`src/rtl/dcc_defines.svh`:
```
// register offsets, field positions and reset values of the dual comparator control block
// assumes inclusion by bare name from every design file that needs them
`ifndef DCC_DEFINES_SVH
`define DCC_DEFINES_SVH
`define DCC_OFS_CTRL0 6'h00
`define DCC_OFS_CTRL1 6'h01
`define DCC_OFS_STAT 6'h02
`define DCC_OFS_FLAG 6'h03
`define DCC_OFS_IRQ_STAT 6'h04
`define DCC_OFS_IRQ_MASK 6'h05
`define DCC_CTL_ON 7
`define DCC_CTL_PIN 6
`define DCC_CTL_INV 5
`define DCC_CTL_EV_HI 4
`define DCC_CTL_EV_LO 3
`define DCC_CTL_POS 2
`define DCC_CTL_NEG_HI 1
`define DCC_CTL_NEG_LO 0
`define DCC_CTRL_RESET 8'h1f
`define DCC_LARGE_PACKAGE 1'b1
`define DCC_CHANNELS 2
`endif

```
`src/rtl/dcc_pkg.sv`:
```
// types shared by the dual comparator control block
// assumes dcc_defines.svh for the numeric constants
package dcc_pkg;
   typedef logic [7:0] dcc_ctrl_t;
   typedef enum logic [1:0] {dcc_ev_never, dcc_ev_rise, dcc_ev_fall, dcc_ev_any} dcc_event_e;
   typedef enum logic [1:0] {dcc_neg_b, dcc_neg_c, dcc_neg_d, dcc_neg_fixed} dcc_neg_e;
endpackage

```
`src/rtl/dcc_chan_if.sv`:
```
// carrier between the register block and one comparator channel
// assumes a single clock domain shared by both ends
`timescale 1ns/1ps
interface dcc_chan_if;
   import dcc_pkg::*;
   dcc_ctrl_t ctrl;
   logic raw;
   logic result;
   logic event_pulse;
   modport chan (input ctrl, input raw, output result, output event_pulse);
   modport regs (output ctrl, output raw, input result, input event_pulse);
endinterface

```
`src/rtl/dcc_channel.sv`:
```
// one comparator channel: synchroniser, polarity, edge detection, event qualification
// assumes the raw comparator level is asynchronous to clk_i
`timescale 1ns/1ps
`include "dcc_defines.svh"
module dcc_channel
   import dcc_pkg::*;
(
   input wire logic clk_i,
   input wire logic rst_i,
   dcc_chan_if.chan ch
);
   logic meta_r, meta_nxt;
   logic sync_r, sync_nxt;
   logic res_r, res_nxt;
   logic ev_r, ev_nxt;
   logic adj;
   dcc_event_e ev_sel;

   always_comb begin
      meta_nxt = ch.raw;
      sync_nxt = meta_r;
      ev_sel = dcc_event_e'(ch.ctrl[`DCC_CTL_EV_HI:`DCC_CTL_EV_LO]);
      // a disabled channel reads low so it cannot raise spurious events
      adj = ch.ctrl[`DCC_CTL_ON] ? (sync_r ^ ch.ctrl[`DCC_CTL_INV]) : 1'b0;
      res_nxt = adj;
      case (ev_sel)
         dcc_ev_rise: ev_nxt = adj & ~res_r;
         dcc_ev_fall: ev_nxt = ~adj & res_r;
         dcc_ev_any: ev_nxt = adj ^ res_r;
         default: ev_nxt = 1'b0;
      endcase
   end

   always_ff @(posedge clk_i) begin
      if (rst_i) begin
         meta_r <= 1'b0;
         sync_r <= 1'b0;
         res_r <= 1'b0;
         ev_r <= 1'b0;
      end else begin
         meta_r <= meta_nxt;
         sync_r <= sync_nxt;
         res_r <= res_nxt;
         ev_r <= ev_nxt;
      end
   end

   assign ch.result = res_r;
   assign ch.event_pulse = ev_r;
endmodule

```
`src/rtl/dcc_top.sv`:
```
// dual comparator control: classic wishbone register slave, two channels, pin and select outputs
// assumes analog front ends deliver raw levels and consume the select outputs; single clock
// Summary of operation
// - two channels, each with its own control register, result bit and event flag.
// - control bit 7 turns the channel on when one and off when zero.
// - control bit 6 routes the channel result to its output pin, otherwise the pin keeps normal port data.
// - control bit 5 inverts the raw result before status, pin and event logic.
// - bits 4-3 pick the event: 11 any change, 10 falling, 01 rising, 00 never.
// - selecting the any-change event sets the flag, which software clears after setup.
// - control bit 2 picks the programmable reference when one, input a pin when zero, for the positive input.
// - bits 1-0 pick the negative input: 11 fixed reference, 10 input d, 01 input c, 00 input b.
// - the input c and d choices exist only in the large package variant and select nothing otherwise.
// - status holds channel 2 result in bit 1 and channel 1 in bit 0, upper bits zero, read only.
// - the raw result is high when the positive input exceeds the negative input.
// - with inversion off a status one means positive above negative, with inversion on below.
// - an event flag stays set until software clears it, and writing one sets it.
// - flags are set on qualifying edges whatever the interrupt mask says.
// - with pin output on, the port tristate bit still acts as the pin output enable.
//
// Added by the designer: the register addresses and the Wishbone interface to the registers.
`timescale 1ns/1ps
`include "dcc_defines.svh"
module dcc_top
   import dcc_pkg::*;
(
   input wire logic clk_i,
   input wire logic rst_i,
   input wire logic wb_cyc_i,
   input wire logic wb_stb_i,
   input wire logic wb_we_i,
   input wire logic [7:0] wb_adr_i,
   input wire logic [3:0] wb_sel_i,
   input wire logic [31:0] wb_dat_i,
   output logic [31:0] wb_dat_o,
   output logic wb_ack_o,
   output logic irq_o,
   input wire logic [1:0] cmp_raw_i,
   input wire logic [1:0] port_data_i,
   input wire logic [1:0] port_tris_i,
   output logic [1:0] channel_on_o,
   output logic [1:0] positive_source_select_o,
   output logic [7:0] negative_source_select_o,
   output logic [1:0] result_pin_o,
   output logic [1:0] result_pin_oe_o
);
   dcc_ctrl_t ctrl_r [`DCC_CHANNELS];
   dcc_ctrl_t ctrl_nxt [`DCC_CHANNELS];
   logic [1:0] flag_r, flag_nxt;
   logic [1:0] irq_stat_r, irq_stat_nxt;
   logic [1:0] irq_mask_r, irq_mask_nxt;
   logic ack_r, ack_nxt;
   logic [31:0] dat_r, dat_nxt;
   logic irq_r, irq_nxt;
   logic [1:0] on_r, on_nxt;
   logic [1:0] pos_r, pos_nxt;
   logic [7:0] neg_r, neg_nxt;
   logic [1:0] pin_r, pin_nxt;
   logic [1:0] pin_oe_r, pin_oe_nxt;
   logic [1:0] result;
   logic [1:0] event_pulse;
   logic [1:0] auto_set;
   logic [5:0] word;
   logic done;
   logic wr;
   logic rd;

   dcc_chan_if chan_if [`DCC_CHANNELS] ();

   // the generate loop gives each channel its own instance and carrier
   genvar g;
   generate
      for (g = 0; g < `DCC_CHANNELS; g++) begin : gen_chan
         assign chan_if[g].ctrl = ctrl_r[g];
         assign chan_if[g].raw = cmp_raw_i[g];
         assign result[g] = chan_if[g].result;
         assign event_pulse[g] = chan_if[g].event_pulse;
         dcc_channel u_chan (
            .clk_i(clk_i),
            .rst_i(rst_i),
            .ch(chan_if[g])
         );
      end
   endgenerate

   // bus transfer completes at the edge where the master samples ack high
   always_comb begin
      word = wb_adr_i[7:2];
      ack_nxt = wb_cyc_i & wb_stb_i & ~ack_r;
      done = wb_cyc_i & wb_stb_i & ack_r;
      wr = done & wb_we_i & wb_sel_i[0];
      rd = done & ~wb_we_i;
   end

   // read data is registered when ack rises, so it is stable while ack is high
   always_comb begin
      dat_nxt = dat_r;
      if (ack_nxt & ~wb_we_i) begin
         dat_nxt = 32'h0;
         case (word)
            `DCC_OFS_CTRL0: dat_nxt[7:0] = ctrl_r[0];
            `DCC_OFS_CTRL1: dat_nxt[7:0] = ctrl_r[1];
            `DCC_OFS_STAT: dat_nxt[1:0] = result;
            `DCC_OFS_FLAG: dat_nxt[1:0] = flag_r;
            `DCC_OFS_IRQ_STAT: dat_nxt[1:0] = irq_stat_r;
            `DCC_OFS_IRQ_MASK: dat_nxt[1:0] = irq_mask_r;
            default: dat_nxt = 32'h0;
         endcase
      end
   end

   // control registers; a write to the status word is ignored
   always_comb begin
      for (int i = 0; i < `DCC_CHANNELS; i++) begin
         ctrl_nxt[i] = ctrl_r[i];
         auto_set[i] = 1'b0;
      end
      if (wr && word == `DCC_OFS_CTRL0) begin
         ctrl_nxt[0] = wb_dat_i[7:0];
      end
      if (wr && word == `DCC_OFS_CTRL1) begin
         ctrl_nxt[1] = wb_dat_i[7:0];
      end
      for (int i = 0; i < `DCC_CHANNELS; i++) begin
         if (wr && word == 6'(i) &&
             dcc_event_e'(wb_dat_i[`DCC_CTL_EV_HI:`DCC_CTL_EV_LO]) == dcc_ev_any) begin
            auto_set[i] = 1'b1;
         end
      end
   end

   // event flags: software write loads the value, hardware set wins over a clear
   always_comb begin
      flag_nxt = flag_r;
      if (wr && word == `DCC_OFS_FLAG) begin
         flag_nxt = wb_dat_i[1:0];
      end
      flag_nxt = flag_nxt | event_pulse | auto_set;
   end

   // interrupt status is cleared by reading it; an event in the same cycle survives
   always_comb begin
      irq_stat_nxt = irq_stat_r;
      irq_mask_nxt = irq_mask_r;
      if (rd && word == `DCC_OFS_IRQ_STAT) begin
         irq_stat_nxt = 2'h0;
      end
      irq_stat_nxt = irq_stat_nxt | event_pulse | auto_set;
      if (wr && word == `DCC_OFS_IRQ_MASK) begin
         irq_mask_nxt = wb_dat_i[1:0];
      end
      irq_nxt = |(irq_stat_nxt & irq_mask_nxt);
   end

   // analog selects and pin path, all registered so outputs come from flops
   always_comb begin
      for (int i = 0; i < `DCC_CHANNELS; i++) begin
         on_nxt[i] = ctrl_r[i][`DCC_CTL_ON];
         pos_nxt[i] = ctrl_r[i][`DCC_CTL_POS];
         neg_nxt[i*4 +: 4] = 4'h0;
         case (dcc_neg_e'(ctrl_r[i][`DCC_CTL_NEG_HI:`DCC_CTL_NEG_LO]))
            dcc_neg_b: neg_nxt[i*4 +: 4] = 4'h1;
            dcc_neg_c: neg_nxt[i*4 +: 4] = `DCC_LARGE_PACKAGE ? 4'h2 : 4'h0;
            dcc_neg_d: neg_nxt[i*4 +: 4] = `DCC_LARGE_PACKAGE ? 4'h4 : 4'h0;
            dcc_neg_fixed: neg_nxt[i*4 +: 4] = 4'h8;
            default: neg_nxt[i*4 +: 4] = 4'h0;
         endcase
         // the tristate bit keeps control of the driver in both modes
         pin_nxt[i] = ctrl_r[i][`DCC_CTL_PIN] ? result[i] : port_data_i[i];
         pin_oe_nxt[i] = ~port_tris_i[i];
      end
   end

   always_ff @(posedge clk_i) begin
      if (rst_i) begin
         ack_r <= 1'b0;
         dat_r <= 32'h0;
      end else begin
         ack_r <= ack_nxt;
         dat_r <= dat_nxt;
      end
   end

   always_ff @(posedge clk_i) begin
      if (rst_i) begin
         for (int i = 0; i < `DCC_CHANNELS; i++) begin
            ctrl_r[i] <= `DCC_CTRL_RESET;
         end
      end else begin
         for (int i = 0; i < `DCC_CHANNELS; i++) begin
            ctrl_r[i] <= ctrl_nxt[i];
         end
      end
   end

   always_ff @(posedge clk_i) begin
      if (rst_i) begin
         flag_r <= 2'h0;
      end else begin
         flag_r <= flag_nxt;
      end
   end

   always_ff @(posedge clk_i) begin
      if (rst_i) begin
         irq_stat_r <= 2'h0;
         irq_mask_r <= 2'h0;
         irq_r <= 1'b0;
      end else begin
         irq_stat_r <= irq_stat_nxt;
         irq_mask_r <= irq_mask_nxt;
         irq_r <= irq_nxt;
      end
   end

   always_ff @(posedge clk_i) begin
      if (rst_i) begin
         on_r <= 2'h0;
         pos_r <= 2'h0;
         neg_r <= 8'h0;
         pin_r <= 2'h0;
         pin_oe_r <= 2'h0;
      end else begin
         on_r <= on_nxt;
         pos_r <= pos_nxt;
         neg_r <= neg_nxt;
         pin_r <= pin_nxt;
         pin_oe_r <= pin_oe_nxt;
      end
   end

   // results after a selection change are not masked here; software waits the response time
   assign wb_ack_o = ack_r;
   assign wb_dat_o = dat_r;
   assign irq_o = irq_r;
   assign channel_on_o = on_r;
   assign positive_source_select_o = pos_r;
   assign negative_source_select_o = neg_r;
   assign result_pin_o = pin_r;
   assign result_pin_oe_o = pin_oe_r;
endmodule

```
`config.mk`:
```
export PLATFORM = sky130hd
export DESIGN_NAME = dcc_top
export DESIGN_NICKNAME = d
export VERILOG_FILES = /design/src/rtl/dcc_pkg.sv /design/src/rtl/dcc_chan_if.sv /design/src/rtl/dcc_channel.sv /design/src/rtl/dcc_top.sv
export VERILOG_INCLUDE_DIRS = /design/src /design/src/rtl
export SDC_FILE = /design/constraint.sdc
export NUM_CORES = 1
export LEC_CHECK = 0
export BUFFER_PORTS_ARGS = -buffer_cell sky130_fd_sc_hd__buf_2
export CORE_MARGIN = 1.5
export CORE_UTILIZATION = 42
export DETAILED_ROUTE_END_ITERATION = 10
export PLACE_DENSITY = 0.83
export SETUP_SLACK_MARGIN = 0.3
export SLEW_MARGIN = 25
export SYNTH_ARGS = -nofsm -noshare
export SYNTH_HDL_FRONTEND = slang
export SYNTH_HIERARCHICAL = 1
export SYNTH_SLANG_ARGS = --single-unit
```
`constraint.sdc`:
```
create_clock -name clk_i -period 2 [get_ports clk_i]
set_clock_uncertainty 0.15 [all_clocks]
set_input_delay 0.1 -clock clk_i [delete_from_list [all_inputs] [get_ports clk_i]]
set_output_delay 0.1 -clock clk_i [all_outputs]
set_load 0.01 [all_outputs]
```
* Word-level counts from Yosys, hierarchy flattened *
Memory sizes are Yosys's and may differ from the RTL's.
Cells that the tools add are included.

word-level totals
  register bits = 40
  memory bits (writable) = 16
  bits of input ports = 55
  output and inout port bits = 50
  logic and storage cells = 101
  memories = 1

operators by class
  equality and inequality tests = 18
  muxes and demuxes = 22
  bitwise logic cells = 30
  reduce and logical (&&, ||, !) cells = 11

memories
  name    words  bits a word  read ports  clocked after Yosys merged registers in  write ports  RTL line       text
  ctrl_r  2      8            2           0                                        2            dcc_top.sv:46  dcc_ctrl_t ctrl_r [`DCC_CHANNELS];

operators with widths
  kind                                           number
  2-to-1 mux 8 bit                               4
  one-hot mux 4 bit (4 select lines)             2
  == test 2 bit, second input constant           9
  == test 6 x 2 -> 1 bit, second input constant  2
  == test 6 x 3 -> 1 bit, second input constant  2
  one-hot mux 2 bit (6 select lines)             1
  one-hot mux 6 bit (2 select lines)             1
  AND 1 bit                                      11
  2-to-1 mux 1 bit                               9
  == test 2 x 1 -> 1 bit, second input constant  4
  inverter 1 bit                                 8
  OR 2 bit                                       4
  logical AND 1 bit                              7
  == test 6 x 1 -> 1 bit, second input constant  1
  logical NOT 6 bit                              1
  2-to-1 mux 2 bit                               3
  one-hot mux 1 bit (3 select lines)             2
  logical NOT 2 bit                              2
  bitwise XOR 1 bit                              4
  AND 2 bit                                      1
  OR 1 bit                                       2
  OR reduction 2 bit                             1

* Depth between registers and ports, before layout *
Gate-level depths: netlist of run 1.

  depth in word-level cells = 10
  gate-level depth with buffers = 6
  depth with buffers taken out = 5

* Hierarchy *
Netlist of run 1, hierarchy kept.

modules (own cells, without submodules)
  module       instances  cells an instance  area an instance (um^2)
  dcc_top      1          219                2028.2
  dcc_channel  2          18                 191.4

* Least setup slack after synthesis of run 1 *
No wires, ideal clock.

  kind = in2reg
  start point = input port wb_adr_i[7]
  end point = register irq_r, in the netlist irq_o
  library setup time = 88 ps
  data arrival time = 1620 ps
  path slack = 142 ps
  stages on the path = 5
  cells stage by stage = or4_4 nor4_4 a31oi_1 a21boi_1 o32ai_2

on the way
  longest elaborated chain between the ends = 7
  elaborated cells between the ends (all ways) = 18
  those cells by class = eq/ne: 3; mux: 4; bitwise: 3; reduce/logical: 8

ends and longest elaborated chain
  element                                                       RTL line                        text
  start: declaration                                            dcc_top.sv:31                   input wire logic [7:0] wb_adr_i,
  == test 6 x 3 -> 1 bit (tied with other cells)                --
  logical AND 1 bit, on equally long branches                   --
  2-to-1 mux 2 bit / logical AND 1 bit (equally long branches)  dcc_top.sv:144, dcc_top.sv:124
  OR 2 bit / 2-to-1 mux 1 bit (equally long branches)           dcc_top.sv:147, dcc_top.sv:124
  OR 2 bit                                                      dcc_top.sv:147                  irq_stat_nxt = irq_stat_nxt | event_pulse | auto_set;
  AND 2 bit (*)                                                 dcc_top.sv:151                  irq_nxt = |(irq_stat_nxt & irq_mask_nxt);
  OR reduction 2 bit (*)                                        dcc_top.sv:151
  end signal: assignment                                        dcc_top.sv:211                  irq_r <= irq_nxt;
  end: declaration                                              dcc_top.sv:53                   logic irq_r, irq_nxt;

Mark *: on every way between the ends. The rest lies on a longest branch, timed or not.
A chain may end at the register's enable or synchronous reset.

* Worst setup path after layout of run 1 *
  start point = register ack_r, in the netlist wb_ack_o
  end point = register flag_r[1]

on the way
  longest elaborated chain between the ends = 7
  elaborated cells between the ends (all ways) = 10
  those cells by class = mux: 2; bitwise: 5; reduce/logical: 3

ends and longest elaborated chain
  element                                                       RTL line                        text
  start: declaration                                            dcc_top.sv:51                   logic ack_r, ack_nxt;
  start signal: assignment                                      dcc_top.sv:178                  ack_r <= ack_nxt;
  AND 1 bit (*)                                                 dcc_top.sv:89                   done = wb_cyc_i & wb_stb_i & ack_r;
  AND 1 bit (*) (2 in a row)                                    dcc_top.sv:90                   wr = done & wb_we_i & wb_sel_i[0];
  logical AND 1 bit, on equally long branches                   --
  2-to-1 mux 2 bit / logical AND 1 bit (equally long branches)  dcc_top.sv:134, dcc_top.sv:124
  OR 2 bit / 2-to-1 mux 1 bit (equally long branches)           dcc_top.sv:137, dcc_top.sv:124
  OR 2 bit (*)                                                  dcc_top.sv:137                  flag_nxt = flag_nxt | event_pulse | auto_set;
  end signal: assignment                                        dcc_top.sv:199                  flag_r <= flag_nxt;
  end: declaration                                              dcc_top.sv:48                   logic [1:0] flag_r, flag_nxt;

Marked as above.

==> results.md, run 1 <==
* Status: completed
* WS Path Type: register to register
* WL final at about 5300 µm
* Crit-path slowest cell: dfxtp_2
* Max Cap Violations at 0
* Fillers at 490
* Setup_tns at 0 ps
* Met2 WL post-DR at 2610 µm
* Max FFs per register at 16
* Ys Warns at 6
* RR Endpoint: flag_r[1]
* Most frequent cell after synthesis: dfxtp_1
* Arrival @ worst endpoint at 1630 ps
* Total core area at around 5500 µm²
* Seq pwr share at 55.0%
* Top sig layer: met4
* Vias in the first global route at 1,811
* Clock H-tree levels at 2
* Gate power share at 8.7%
* Register name with the most flops: ctrl_r
* Clock power share at 36.3%
* P&R area growth vs syn at 25.1%
* Asr flop ratio synth at 0%
* Top post-synthesis cells by count: 56 x dfxtp_1, 32 x nand2_1, 25 x buf_4
* Endpoints failing hold at 0
* LEAKAGE at 1.36 nW
* Clk buf depth at 2
* Mean area per synthesized cell at 9.46 µm²
* Worst Setup SP: wb_ack_o
* Reg2reg start: wb_ack_o
* Num CTS Buffers at 5
* Largest vdd supply drop at 0.000296 V
* Total gr overflow at 0
* Layout cells sized above 1 at a little over a quarter
* Crit path largest cell delay at about 370 ps
* Sequential fraction of the synthesis area at 46.5%
* Mapped cell area at 2410 µm²
* Fin cells at 402
* Distinct cell type count after synthesis at 42
* Post-DP HPWL at roughly 3700 µm
* DR vias at 2,037
* Flop-to-flop setup slack at 390 ps
* Via density at 5.07
* Critical path buffers and inverters at 1
* ANT cells at 0
* DRC at 0
* Initial antenna violation count at 0
* Initial DRC count at 180
* Top cells by area, synth: dfxtp_1 46%, buf_4 7.8%, nand2_1 5.0%
* F_max at 621 MHz
* Worst-Skew Late Latency at ~310 ps
* CP Depth at 6
* Synth area leader: dfxtp_1
* CP Capture Point: flag_r[1]
* Critical path's top delay family: simple AND/OR/NAND/NOR gates
* Post-route minimum period at 1610 ps
* Starting Density at 43.8%
* Mapped Cells at roughly 260
* Pwr Density at 687 nW/µm²
* Die Y at 78.8 µm
* Post-synth EDFFs at 0
* CP startpoint kind: register
* Die W at 78.8 µm
* R2R depth at 6
* Main synth FF type: dfxtp_1
* Total GRT Usage at 17.2%
* Crit-path max FO at 12
* Tcrit/Tclk final at 80.6%
* I/O pins at 105
* Sw frac at between 20 and 25%
* Largest net degree at the start of global routing at 40
* WL met3 at 330 µm
* Slew headroom at 53.4%
* P_int at 0.00159 W
* Placed cells at 378
* Rows at 27
* Slew @ Worst Pin at 699 ps
* #FFs+latches synth at 56
* Die ar. at 6200 µm²
* WL/cell at between 10 and 15 µm
* RD Place Congestion at 0.852
* Net total in the final layout at 388
* Final setup vio count at 0
* Drt pass-1 iters at 4
* HP Class: input port to register
* Share of the synthesized area in the top cell type at 46.5%
* P_sw at ~0.00048 W
* First-pass GRT wire length at between 8000 and 9000 µm
* Crit-path cells: nand3_2 -> nor2_2 -> buf_6 -> nand4_1 -> mux2i_1 -> a21oi_1
* CTS clk-pin slew, worst paths at approximately 100 ps
* Clock Sinks at between 50 and 60
* Final Max Tran Viols at 0
* Unrepaired setup endpoints after global routing: no
* Power Total at 0.00207 W
* DRT met1 WL at 2240 µm
* TritonCTS clock tree: done
* Final ANT Viol Nets at 0
* CP endpoint kind: register
* Clk root buf: clkbuf_8
* Number of I/O port buffers at 51
* CP required at 2020 ps
## how the worst min path moves through the flow
stage	from	end	slack, ps	cells after the start
floorplan	rst_i	gen_chan[0].u_chan/meta_r	20	1
global placement	port_tris_i[1]	result_pin_oe_o[1]	110	2
global route	wb_we_i	wb_dat_o[0]	70	4
detailed placement	port_tris_i[1]	result_pin_oe_o[1]	110	2
finish	wb_we_i	wb_dat_o[0]	60	4
CTS	wb_we_i	wb_dat_o[0]	40	4
## worst reg2reg max path, stage by stage, from the launching register on
cell	delay (ps)
dfxtp_2	370
nand3_2	120
nor2_2	180
buf_6	180
nand4_1	180
mux2i_1	210
a21oi_1	80
## cells by family after synthesis
kind of cell    Yosys count  share of synthesized area, %
compound gates           32                          10.4
simple gates            111                          25.4
xor+xnor                  2                         0.727
flops                    56                          46.5
buf+inv                  39                          10.0
other cells               1                         0.156
fa+ha+maj                 4                          2.08
mux                      10                          4.77
## placed cells by master, fill, tap and decap left out, types with 9 or more instances in the layout
| master | count |
|---|---|
| conb_1 | 24 |
| nor2b_1 | 9 |
| nand2_1 | 31 |
| dfxtp_1 | 55 |
| nand3_1 | 9 |
| a21oi_1 | 9 |
| dlygate4sd3_1 | 16 |
| buf_2 | 51 |
| nand3b_1 | 10 |
| nor2_1 | 18 |
| buf_4 | 10 |
## what timing repair did
action                     4_1_cts  5_1_grt
hold endpoints to repair        23        0
resized for setup                0       10
setup buffers                    0        0
hold buffers                    16        0
setup endpoints to repair        0       23
## stage by stage
step / utilization [%] / area [µm²] / setup WS, ps / hold WS [ps]
after CTS: 54.1 / 2980 / 314 / 37.0
after global placement: 49.1 / 2700 / 209 / 108
after floorplan: - / 2500 / 254 / 21.6
after global routing: 54.8 / 3020 / 314 / 74.5
final: 54.8 / 3020 / 388 / 56.7
after detailed placement: 49.1 / 2700 / 209 / 109
## area by class of cell
type / count / area, µm² / area share, %
clock buffers: 5 / 68.8 / 2.28
clock inverters: 3 / 46.3 / 1.53
inverters: 5 / 18.8 / 0.622
multi-input cells: 183 / 1170 / 38.7
flip-flops and latches: 56 / 1120 / 37.2
well taps: 72 / 90.1 / 2.99
repair buffers: 78 / 502 / 16.6
## power groups by stage
stage          logic, W  clock network (W)  registers (W)
3_5_place_dp   0.000151                  0        0.00117
5_1_grt        0.000196           0.000808        0.00114
6_report       0.000180           0.000752        0.00114
4_1_cts        0.000176           0.000766        0.00114
2_1_floorplan  0.000111                  0        0.00117
3_3_place_gp   0.000148                  0        0.00117
## metal layers
layer / GRT usage, % / vias up
li1: - / 981
met1: 20.8 / 954
met2: 29.1 / 84
met3: 4.14 / 18
met4: 6.96 / 0
met5: 0 / -
Power figures use the tool's default switching activity.
==> run 2, diff against run 1 <==
CORE_UTILIZATION = 47   (was 42)
PLACE_DENSITY = 0.87   (was 0.83)
clock period = 1.5 ns   (was 2 ns; I/O delays follow)
==> run 2 against run 1 <==
  * The run now ends with negative setup slack left
  * Utilization is 24 points higher
  * Highest routed layer unchanged
  * Worst setup slack got worse by 430 ps
  * Final area increased by 26%
  * Register-to-register slack lost 400 ps
  * Largest power group unchanged
  * Cell count is 7.5% higher
  * Die area shrank 10%
  * Clock-buffer cell count stayed put
  * Critical endpoint is now ctrl_r[0][15]
  * Combinational power up 96%
  * Sequential power grew 33%
  * Critical path depth up 1
  * Critical path type is now input port to register
==> results.md, run 2 (synthesized netlist as in run 1, its figures left out) <==
* Status: finished with violations
* Violated checks: negative setup slack
* CTS clk-pin slew, worst paths at ~100 ps
* P_int at 0.00233 W
* Final ANT Viol Nets at 0
* Largest vdd supply drop at 0.000869 V
* Post-DP HPWL at 3980 µm
* Largest net degree at the start of global routing at 30
* Most frequent cells in the layout: 48 x buf_2, 47 x dfxtp_1, 26 x buf_4
* Fin util at 79.1%
* Die W at 74.6 µm
* P&R area growth vs syn at 58.1%
* R2R depth at 6
* Flop-to-flop setup slack at -10 ps
* Worst-Skew Late Latency at about 320 ps
* Clock power share at a little under two fifths
* P_sw at 0.000687 W
* Most common cell after layout, fill and taps aside: buf_2
* Die Y at 74.6 µm
* Seq pwr share at between 50% and 60%
* Final worst slack at -43.4 ps
* Post-route minimum period at 1540 ps
* Area after DPL at 2910 µm²
* Final setup vio count at 4
* Clk root buf: clkbuf_8
* Worst Setup SP: wb_adr_i[4]
* Clock Sinks at 56
* Crit-path cells: buf_6 -> or4_4 -> nor4_4 -> buf_4 -> buf_12 -> nand2_4 -> a21oi_2
* LEAKAGE at between 1.5 and 2 nW
* CP endpoint kind: register
* Max FFs per register at 16
* Tcrit/Tclk final at 103%
* CP Capture Point: ctrl_r[0][15]
* Via density at 5.28
* Clk buf depth at 2
* RR Endpoint: ctrl_r[0][15]
* Arrival @ worst endpoint at 1640 ps
* RD Place Congestion at 0.906
* Number of I/O port buffers at 51
* Endpoints failing hold at 0
* First-pass GRT wire length at 11,100 µm
* WL final at 7480 µm
* Drt pass-1 iters at 4
* WS Path Type: input port to register
* Starting Density at 50.1%
* CP startpoint kind: input port
* Net total in the final layout at about 420
* Setup_tns at -99.3 ps
* Total core area at 4820 µm²
* Rows at 25
* Crit-path slowest cell: or4_4
* DR vias at 2,283
* Initial DRC count at around 140
* Gate power share at 11.7%
* Clock H-tree levels at 2
* Vias in the first global route at 2,278
* Final Max Tran Viols at 0
* Slew headroom at 60.9%
* Crit path largest cell delay at 580 ps
* WL/cell at ~17 µm
* Max Cap Violations at 0
* Pwr Density at 792 nW/µm²
* Layout cells sized above 1 at 53.2%
* Crit-path max FO at 8
* HP Class: input port to register
* CP required at approximately 1600 ps
* F_max at between 600 and 700 MHz
* Design Area, Final at 3810 µm²
* Sw frac at a little under a quarter
* I/O pins at 105
* Slew @ Worst Pin at 587 ps
* Total gr overflow at 0
* Total GRT Usage at a little over a quarter
* Num CTS Buffers at 5
* DRC at 0
* Unrepaired setup endpoints after global routing: yes
* Initial antenna violation count at 0
* Fillers at 291
* Die ar. at between 5000 and 6000 µm²
* ANT cells at 0
* Reg2reg start: wb_ack_o
* Register name with the most flops: ctrl_r
* TritonCTS clock tree: done
## run 2: worst min path at each step
stage	start	endpoint	slack, ps	cells past startpoint
after floorplan	rst_i	gen_chan[0].u_chan/sync_r	-10	1
after global placement	port_tris_i[0]	result_pin_oe_o[0]	80	2
after detailed placement	port_tris_i[0]	result_pin_oe_o[0]	80	2
after CTS	wb_we_i	wb_dat_o[0]	-30	4
after global routing	wb_we_i	wb_dat_o[0]	20	4
final	wb_we_i	wb_dat_o[0]	0.6	4
## run 2: per-stage QoR
step / instances / setup WS, ps / hold slack, ps / power [W]
3_5_place_dp: 389 / -292 / 82.4 / 0.00179
2_1_floorplan: 278 / -179 / -10.8 / 0.00172
3_3_place_gp: 389 / -237 / 81.7 / 0.00179
4_1_cts: 429 / 23.1 / -26.9 / 0.00298
5_1_grt: 432 / -67.1 / 23.3 / 0.00312
6_report: 432 / -43.4 / 0.648 / 0.00302
## run 2: final cells by class
class / count / area [µm²] / area share, %
sequential: 56 / 1130 / 29.8
clock inverter: 2 / 60.1 / 1.58
multi-input combinational: 183 / 1550 / 40.7
clock buffer: 5 / 68.8 / 1.81
inverter: 5 / 18.8 / 0.492
timing repair buffer: 114 / 893 / 23.4
tap: 67 / 83.8 / 2.20
## run 2: worst max-delay path, delay by kind of cell
family / cells / cell delay, ps
simple gates: 3 / 980
buf+inv: 3 / 440
compound gates: 1 / 130
## run 2: power groups by stage
stage | clock [W] | sequential [W] | combinational [W]
after floorplan | 0 | 0.00157 | 0.000153
after global placement | 0 | 0.00156 | 0.000231
after detailed placement | 0 | 0.00156 | 0.000234
after CTS | 0.00114 | 0.00152 | 0.000311
after global routing | 0.00121 | 0.00153 | 0.000375
final | 0.00114 | 0.00152 | 0.000352
## run 2: timing repair
action	4_1_cts	5_1_grt
cloned	1	0
hold endpoints to repair	28	0
hold buffers	15	0
setup endpoints to repair	33	33
pin swaps	45	21
setup buffers	17	3
resized for setup	83	31
## run 2: per-layer routing
metal	global-route usage (%)	routed length, µm	up-vias
li1	-	-	1049
met1	31.0	2810	1091
met3	6.96	562	25
met2	47.7	3850	118
met4	11.5	257	0
met5	0	0	-
